===== src/fsec_pkg.sv =====
package fsec_pkg;

	// ==========================================================
	// command codes (first and second bus cycle)
	localparam logic [7:0] CMD_READ_ARRAY   = 8'hFF;
	localparam logic [7:0] CMD_READ_STATUS  = 8'h70;
	localparam logic [7:0] CMD_CLEAR_STATUS = 8'h50;
	localparam logic [7:0] CMD_PROGRAM      = 8'h40;
	localparam logic [7:0] CMD_BLOCK_ERASE  = 8'h20;
	localparam logic [7:0] CMD_ERASE_CONFIRM = 8'hD0;

	// ==========================================================
	// status word field positions
	localparam int SR_READY_POS   = 7;
	localparam int SR_ERASE_POS   = 5;
	localparam int SR_PROGRAM_POS = 4;

	// ==========================================================
	// reset values
	localparam logic RST_READY      = 1'b1;
	localparam logic RST_ERASE_FAIL = 1'b0;
	localparam logic RST_PROG_FAIL  = 1'b0;
	localparam logic [7:0] RST_RDATA = 8'h00;

	// ==========================================================
	// bus write from the cpu
	typedef struct packed {
		logic       valid;
		logic [7:0] data;
		logic       addr_in_flash;
		logic       addr_block;
		logic       addr_match;
	} fsec_wr_t;

	// ==========================================================
	// result from the auto program/erase engine
	typedef struct packed {
		logic done;
		logic fail;
	} fsec_eng_t;

	// ==========================================================
	// command decoder states
	typedef enum logic [2:0] {
		ST_READ_ARRAY,
		ST_READ_STATUS,
		ST_PROG_WAIT,
		ST_ERASE_WAIT,
		ST_BUSY_PROG,
		ST_BUSY_ERASE
	} fsec_state_t;

endpackage


===== src/fsec_top.sv =====
`timescale 1ns/1ps

module fsec_top
	import fsec_pkg::*;
(
	input  wire logic       ref_clk_i,
	input  wire logic       reset_i,
	input  wire fsec_wr_t   wr_i,
	input  wire logic       rd_i,
	input  wire logic       rewrite_enable_bit_i,
	input  wire logic       block_zero_lock_i,
	input  wire logic       block_one_lock_i,
	input  wire fsec_eng_t  eng_i,
	output logic [7:0]      rdata_o,
	output logic            status_mode_o,
	output logic            start_program_o,
	output logic            start_erase_o,
	output logic            ctl0_ready_mirror_o,
	output logic            ctl0_program_fail_mirror_o,
	output logic            ctl0_erase_fail_mirror_o
);

	// ==========================================================
	// state
	fsec_state_t state_q;
	fsec_state_t state_d;
	logic        seq_ready_flag_q;
	logic        erase_fail_flag_q;
	logic        program_fail_flag_q;
	logic        status_mode_q;
	logic [7:0]  rdata_q;
	logic        start_prog_q;
	logic        start_erase_q;

	// set/clear events from the decoder
	logic        seq_err;
	logic        go_prog;
	logic        go_erase;
	logic        clr_stat;

	// ==========================================================
	// helpers
	// a block may be rewritten only with global enable and no lock
	function automatic logic fsec_block_ok(input logic blk, input logic en,
		input logic lk0, input logic lk1);
		fsec_block_ok = en && (blk ? !lk1 : !lk0);
	endfunction

	function automatic logic fsec_target_ok(input fsec_wr_t w, input logic en,
		input logic lk0, input logic lk1);
		fsec_target_ok = w.addr_in_flash && fsec_block_ok(w.addr_block, en, lk0, lk1);
	endfunction

	logic err_any;
	assign err_any = erase_fail_flag_q || program_fail_flag_q;

	// ==========================================================
	// command decoder
	always_comb begin
		state_d  = state_q;
		seq_err  = 1'b0;
		go_prog  = 1'b0;
		go_erase = 1'b0;
		clr_stat = 1'b0;
		case (state_q)
			ST_BUSY_PROG: begin
				if (eng_i.done) begin
					state_d = ST_READ_STATUS;
				end
			end
			ST_BUSY_ERASE: begin
				if (eng_i.done) begin
					state_d = ST_READ_STATUS;
				end
			end
			ST_PROG_WAIT: begin
				if (wr_i.valid) begin
					if (wr_i.data == CMD_READ_ARRAY) begin
						state_d = ST_READ_ARRAY;
					end else if (err_any) begin
						state_d = ST_READ_STATUS;
					end else if (!wr_i.addr_match ||
						!fsec_target_ok(wr_i, rewrite_enable_bit_i,
						block_zero_lock_i, block_one_lock_i)) begin
						seq_err = 1'b1;
						state_d = ST_READ_STATUS;
					end else begin
						go_prog = 1'b1;
						state_d = ST_BUSY_PROG;
					end
				end
			end
			ST_ERASE_WAIT: begin
				if (wr_i.valid) begin
					if (wr_i.data == CMD_READ_ARRAY) begin
						state_d = ST_READ_ARRAY;
					end else if (wr_i.data != CMD_ERASE_CONFIRM) begin
						seq_err = 1'b1;
						state_d = ST_READ_STATUS;
					end else if (err_any) begin
						state_d = ST_READ_STATUS;
					end else if (!fsec_target_ok(wr_i, rewrite_enable_bit_i,
						block_zero_lock_i, block_one_lock_i)) begin
						seq_err = 1'b1;
						state_d = ST_READ_STATUS;
					end else begin
						go_erase = 1'b1;
						state_d  = ST_BUSY_ERASE;
					end
				end
			end
			default: begin
				// idle modes: read array or read status
				if (wr_i.valid) begin
					if (wr_i.data == CMD_READ_ARRAY) begin
						state_d = ST_READ_ARRAY;
					end else if (wr_i.data == CMD_READ_STATUS) begin
						state_d = ST_READ_STATUS;
					end else if (wr_i.data == CMD_CLEAR_STATUS) begin
						clr_stat = 1'b1;
					end else if (wr_i.data == CMD_PROGRAM) begin
						state_d = ST_PROG_WAIT;
					end else if (wr_i.data == CMD_BLOCK_ERASE) begin
						state_d = ST_ERASE_WAIT;
					end else begin
						seq_err = 1'b1;
						state_d = ST_READ_STATUS;
					end
				end
			end
		endcase
	end

	// ==========================================================
	// decoder register; writes during busy are ignored
	always_ff @(posedge ref_clk_i) begin
		if (reset_i) begin
			state_q <= ST_READ_ARRAY;
		end else begin
			state_q <= state_d;
		end
	end

	// ==========================================================
	// status mode flag registered from the next state, so the pin comes
	// straight from a flop yet tracks state_q cycle for cycle
	always_ff @(posedge ref_clk_i) begin
		if (reset_i) begin
			status_mode_q <= 1'b0;
		end else begin
			status_mode_q <= (state_d != ST_READ_ARRAY);
		end
	end

	// ==========================================================
	// start pulses to the engine, one cycle each
	always_ff @(posedge ref_clk_i) begin
		if (reset_i) begin
			start_prog_q  <= 1'b0;
			start_erase_q <= 1'b0;
		end else begin
			start_prog_q  <= go_prog;
			start_erase_q <= go_erase;
		end
	end

	// ==========================================================
	// sequencer ready: low from accepted start until engine done
	always_ff @(posedge ref_clk_i) begin
		if (reset_i) begin
			seq_ready_flag_q <= RST_READY;
		end else if (go_prog || go_erase) begin
			seq_ready_flag_q <= 1'b0;
		end else if ((state_q == ST_BUSY_PROG || state_q == ST_BUSY_ERASE)
			&& eng_i.done) begin
			seq_ready_flag_q <= 1'b1;
		end
	end

	// ==========================================================
	// error flags; any set in the same cycle wins over clear
	always_ff @(posedge ref_clk_i) begin
		if (reset_i) begin
			erase_fail_flag_q <= RST_ERASE_FAIL;
		end else if (seq_err ||
			(state_q == ST_BUSY_ERASE && eng_i.done && eng_i.fail)) begin
			erase_fail_flag_q <= 1'b1;
		end else if (clr_stat) begin
			erase_fail_flag_q <= 1'b0;
		end
	end

	always_ff @(posedge ref_clk_i) begin
		if (reset_i) begin
			program_fail_flag_q <= RST_PROG_FAIL;
		end else if (seq_err ||
			(state_q == ST_BUSY_PROG && eng_i.done && eng_i.fail)) begin
			program_fail_flag_q <= 1'b1;
		end else if (clr_stat) begin
			program_fail_flag_q <= 1'b0;
		end
	end

	// ==========================================================
	// read data: registered one cycle after rd_i; status word in
	// status modes, zero in read array (array data comes elsewhere)
	always_ff @(posedge ref_clk_i) begin
		if (reset_i) begin
			rdata_q <= RST_RDATA;
		end else if (rd_i) begin
			rdata_q <= RST_RDATA; // reserved bits zero
			if (state_q != ST_READ_ARRAY) begin
				rdata_q[SR_READY_POS]   <= seq_ready_flag_q;
				rdata_q[SR_ERASE_POS]   <= erase_fail_flag_q;
				rdata_q[SR_PROGRAM_POS] <= program_fail_flag_q;
			end
		end
	end

	// ==========================================================
	// outputs; mirrors are the flags themselves
	assign rdata_o                    = rdata_q;
	assign status_mode_o              = status_mode_q;
	assign start_program_o            = start_prog_q;
	assign start_erase_o              = start_erase_q;
	assign ctl0_ready_mirror_o        = seq_ready_flag_q;
	assign ctl0_program_fail_mirror_o = program_fail_flag_q;
	assign ctl0_erase_fail_mirror_o   = erase_fail_flag_q;

endmodule // fsec_top


===== config.mk =====
export PLATFORM = sky130hd
export DESIGN_NAME = fsec_top
export DESIGN_NICKNAME = d
export VERILOG_FILES = /design/src/fsec_pkg.sv /design/src/fsec_top.sv
export SDC_FILE = /design/constraint.sdc
export NUM_CORES = 1
export LEC_CHECK = 0
export BUFFER_PORTS_ARGS = -buffer_cell sky130_fd_sc_hd__buf_2
export CAP_MARGIN = 30
export CORE_ASPECT_RATIO = 0.9
export CORE_MARGIN = 3
export CORE_UTILIZATION = 50
export DETAILED_ROUTE_END_ITERATION = 10
export GPL_TIMING_DRIVEN = 1
export PLACE_DENSITY = 0.93
export SLEW_MARGIN = 20
export SYNTH_ARGS = -nofsm -noshare
export SYNTH_HDL_FRONTEND = slang
export SYNTH_SLANG_ARGS = --single-unit

===== constraint.sdc =====
create_clock -name ref_clk_i -period 5.45 [get_ports ref_clk_i]
set_input_delay 0.545 -clock ref_clk_i [delete_from_list [all_inputs] [get_ports ref_clk_i]]
set_output_delay 0.545 -clock ref_clk_i [all_outputs]
set_load 0.01 [all_outputs]

==> key figures <==
Synth
  • Synth Warn #: 0
  • Syn avg cell area: 8.205 um2
  • Largest area contributor in the netlist: dfxtp_1
  • Most area-consuming cells after synthesis: dfxtp_1 28%, buf_4 5.3%, a21oi_1 4.7%
  • Seq/Total Area, Yosys: ~28%
  • Register bit total from synthesis: 12
  • Post-synth design cell area: approximately 850 um2
  • Unique masters post-synth: 42
  • Synth Instances: around 100
  • Post-synth top area share: 28.15%

Timing
  • Setup Skew: 0.5063 ps
  • Final hold vios: 0
  • RSZ-0062 raised after global routing: false
  • Hold WS: 528.6 ps
  • Fin crit share: 38.63%
  • Slew Limit Fails: 0
  • FMAX: between 400 and 500 MHz
  • Min cycle time layout: between 2000 and 2500 ps
  • Final setup vio count: 0
  • Setup_tns: 0 ps

Global routing
  • Gr usage total: 18.62%
  • Initial antenna violation count: 0
  • Total grt overflow: 0
  • First-pass GRT wire length: 3270 um
  • Largest net degree at the start of global routing: 12
  • Vias in the first global route: 784

Floorplan
  • Die H: 45.19 um
  • Initial Util: 55.81%
  • Die width: 49.55 um
  • # rows: 13
  • Total core area: 1529 um2
  • # IOs: 34
  • Die Footprint: 2239 um2

Placement
  • DPL Wire Length: 1551 um
  • IO buf count: 28
  • Placed Cells: 148
  • GPL Wtd Cong: roughly 0.8

Setup path
  • Worst R2R End: status_mode_o
  • CP delay by family, top: simple AND/OR/NAND/NOR gates
  • R2R depth: 7
  • Slowest CP cell: dfxtp_1
  • Worst Path Arrival: 2250 ps
  • CP required: 5590 ps
  • Worst reg-to-reg setup slack: between 3000 and 4000 ps
  • Cells along the critical path: inv_1, ha_1, nand2_1, nor4_1, a211oi_1, o211a_1, or3_1
  • Critical Path Max Stage Delay: 550 ps
  • Critical path buffer and inverter count: 1
  • Critical path type: reg -> reg
  • CP Capture Type: register
  • CP Launch Type: register
  • Start of the worst register-to-register path: state_q[1]
  • Worst-path maximum fanout: 9

Hold path
  • Hold Path Stages: 2
  • Min-delay src: ctl0_ready_mirror_o
  • Hold EP: rdata_o[7]
  • Hold WC Path Type: reg -> reg

Power and ir drop
  • Total power: roughly 0.18 mW
  • P_leak: 0.4054 nW
  • Max VDD drop: between 0.1 and 0.15 mV
  • Power per cell area: 180.1 nW/um2

Clock network
  • Cts bufs inserted: 3
  • Hold buffer count at CTS: 0
  • Clock latency on the worst-skew pair: 260 ps
  • CTS Buffer Depth: 2
  • Post-CTS setup buffer count: 0
  • CTS Sinks: 12
  • PostCTS Resize Cnt: 0
  • H-tree levels: 1
  • TritonCTS clock tree: built
  • Root buffer cell: clkbuf_4
  • Clock Pin Slew Worst Setup and Hold Paths: around 60 ps

Routing
  • Routed WL: 2053 um
  • Vias: 863
  • Vias per inst: 5.715
  • DR DRC count: 0
  • Initial DRC count: 17
  • Post-DRT Antenna Nets: 0
  • First-pass detailed-route iteration total: 4
  • Routed length per instance: 13.60 um

Final layout
  • # nets final: roughly 150
  • Commonest non-fill, non-tap cells in the layout: 28 x buf_2, 12 x dfxtp_1, 9 x nor2_1
  • Ant diodes: 0
  • Share of layout cells above drive strength 1: 29.46%
  • Non-filler cells, final: 151
  • Most common cell after layout, fill and taps aside: buf_2
  • Area Overhead vs Synth: 16.86%

Flow run
  • Total of max-cap violations: 0

Outcome
  • Outcome: finished clean
## power breakdown
group / switching [mW] / internal (mW) / leakage (nW) / total (mW)
Combinational: 0.0205 / 0.0154 / 0.293 / 0.0360
Sequential: 0.00369 / 0.0910 / 0.0982 / 0.0947
Clock: 0.0235 / 0.0254 / 0.0138 / 0.0489
## logic make-up (layout without fill, tap and decap cells)
group | Yosys count | in the layout | synth area share [%]
fa+ha+maj | 2 | 2 | 2.932
buf+inv | 13 | 34 | 8.503
other cells | 1 | 5 | 0.4395
compound gates | 28 | 28 | 24.34
flops | 12 | 12 | 28.15
simple gates | 46 | 46 | 32.84
xor+xnor | 1 | 1 | 1.027
mux | 1 | 1 | 1.759
## layout make-up
cell class | count | area, um2
multi-input cells | 83 | 555.5
fillers | 148 | 531.8
clock buffers | 3 | 22.52
inverters | 3 | 11.26
repair buffers | 28 | 140.1
flip-flops and latches | 12 | 240.2
well taps | 22 | 27.53
## how the worst max path moves through the flow
stage,end,depth (start not counted),startpoint,slack [ps]
floorplan,status_mode_o,9,state_q[1],3570
global placement,status_mode_o,6,wr_i[3],3390
detailed placement,status_mode_o,6,wr_i[3],3370
CTS,status_mode_o,7,state_q[1],3380
global route,status_mode_o,7,state_q[1],3270
finish,status_mode_o,7,state_q[1],3340
## cells in the mapped netlist, drive strengths merged
cell / n
a2111o: 1
a211oi: 3
a21o: 2
a21oi: 8
a221o: 1
a221oi: 1
a32oi: 1
and4b: 1
buf: 7
clkbuf: 3
conb: 1
dfxtp: 12
ha: 2
inv: 3
mux2: 1
nand2: 5
nand2b: 5
nand3: 5
nand4b: 1
nor2: 9
nor2b: 4
nor3: 6
nor3b: 1
nor4: 2
o211a: 1
o21ai: 4
o21bai: 1
o221ai: 1
o311ai: 1
o31a: 1
o31ai: 2
or2: 1
or3: 3
or4: 2
or4bb: 1
xor2: 1
## stage by stage
stage / worst slack [ps] / area (um2) / util (%)
2_1_floorplan: 3567 / 868.3 / -
3_3_place_gp: 3392 / 974.7 / 63.75
3_5_place_dp: 3366 / 974.7 / 63.75
6_report: 3345 / 997.2 / 65.22
4_1_cts: 3384 / 997.2 / 65.22
5_1_grt: 3271 / 997.2 / 65.22
## tightest hold or removal path, stage by stage (launching register included)
cell	delay [ps]
dfxtp_1	350
a21oi_1	70
nor2_1	70
## metal layers
metal  global-route usage [%]  up-vias  share of wire (%)
met4                    6.077        0               0.39
met5                        0        -                  0
li1                         -      424                  -
met3                    6.931        2                9.2
met1                    22.94      395                 42
met2                    30.34       42                 49
## sequential cells by signal (all words and copies together) (netlist names)
signal	cells
rdata_o	3
start_erase_o	1
start_program_o	1
status_mode_o	1
ctl0_program_fail_mirror_o	1
state_q	3
ctl0_erase_fail_mirror_o	1
ctl0_ready_mirror_o	1
No activity file was read; power rests on OpenSTA's default activity.
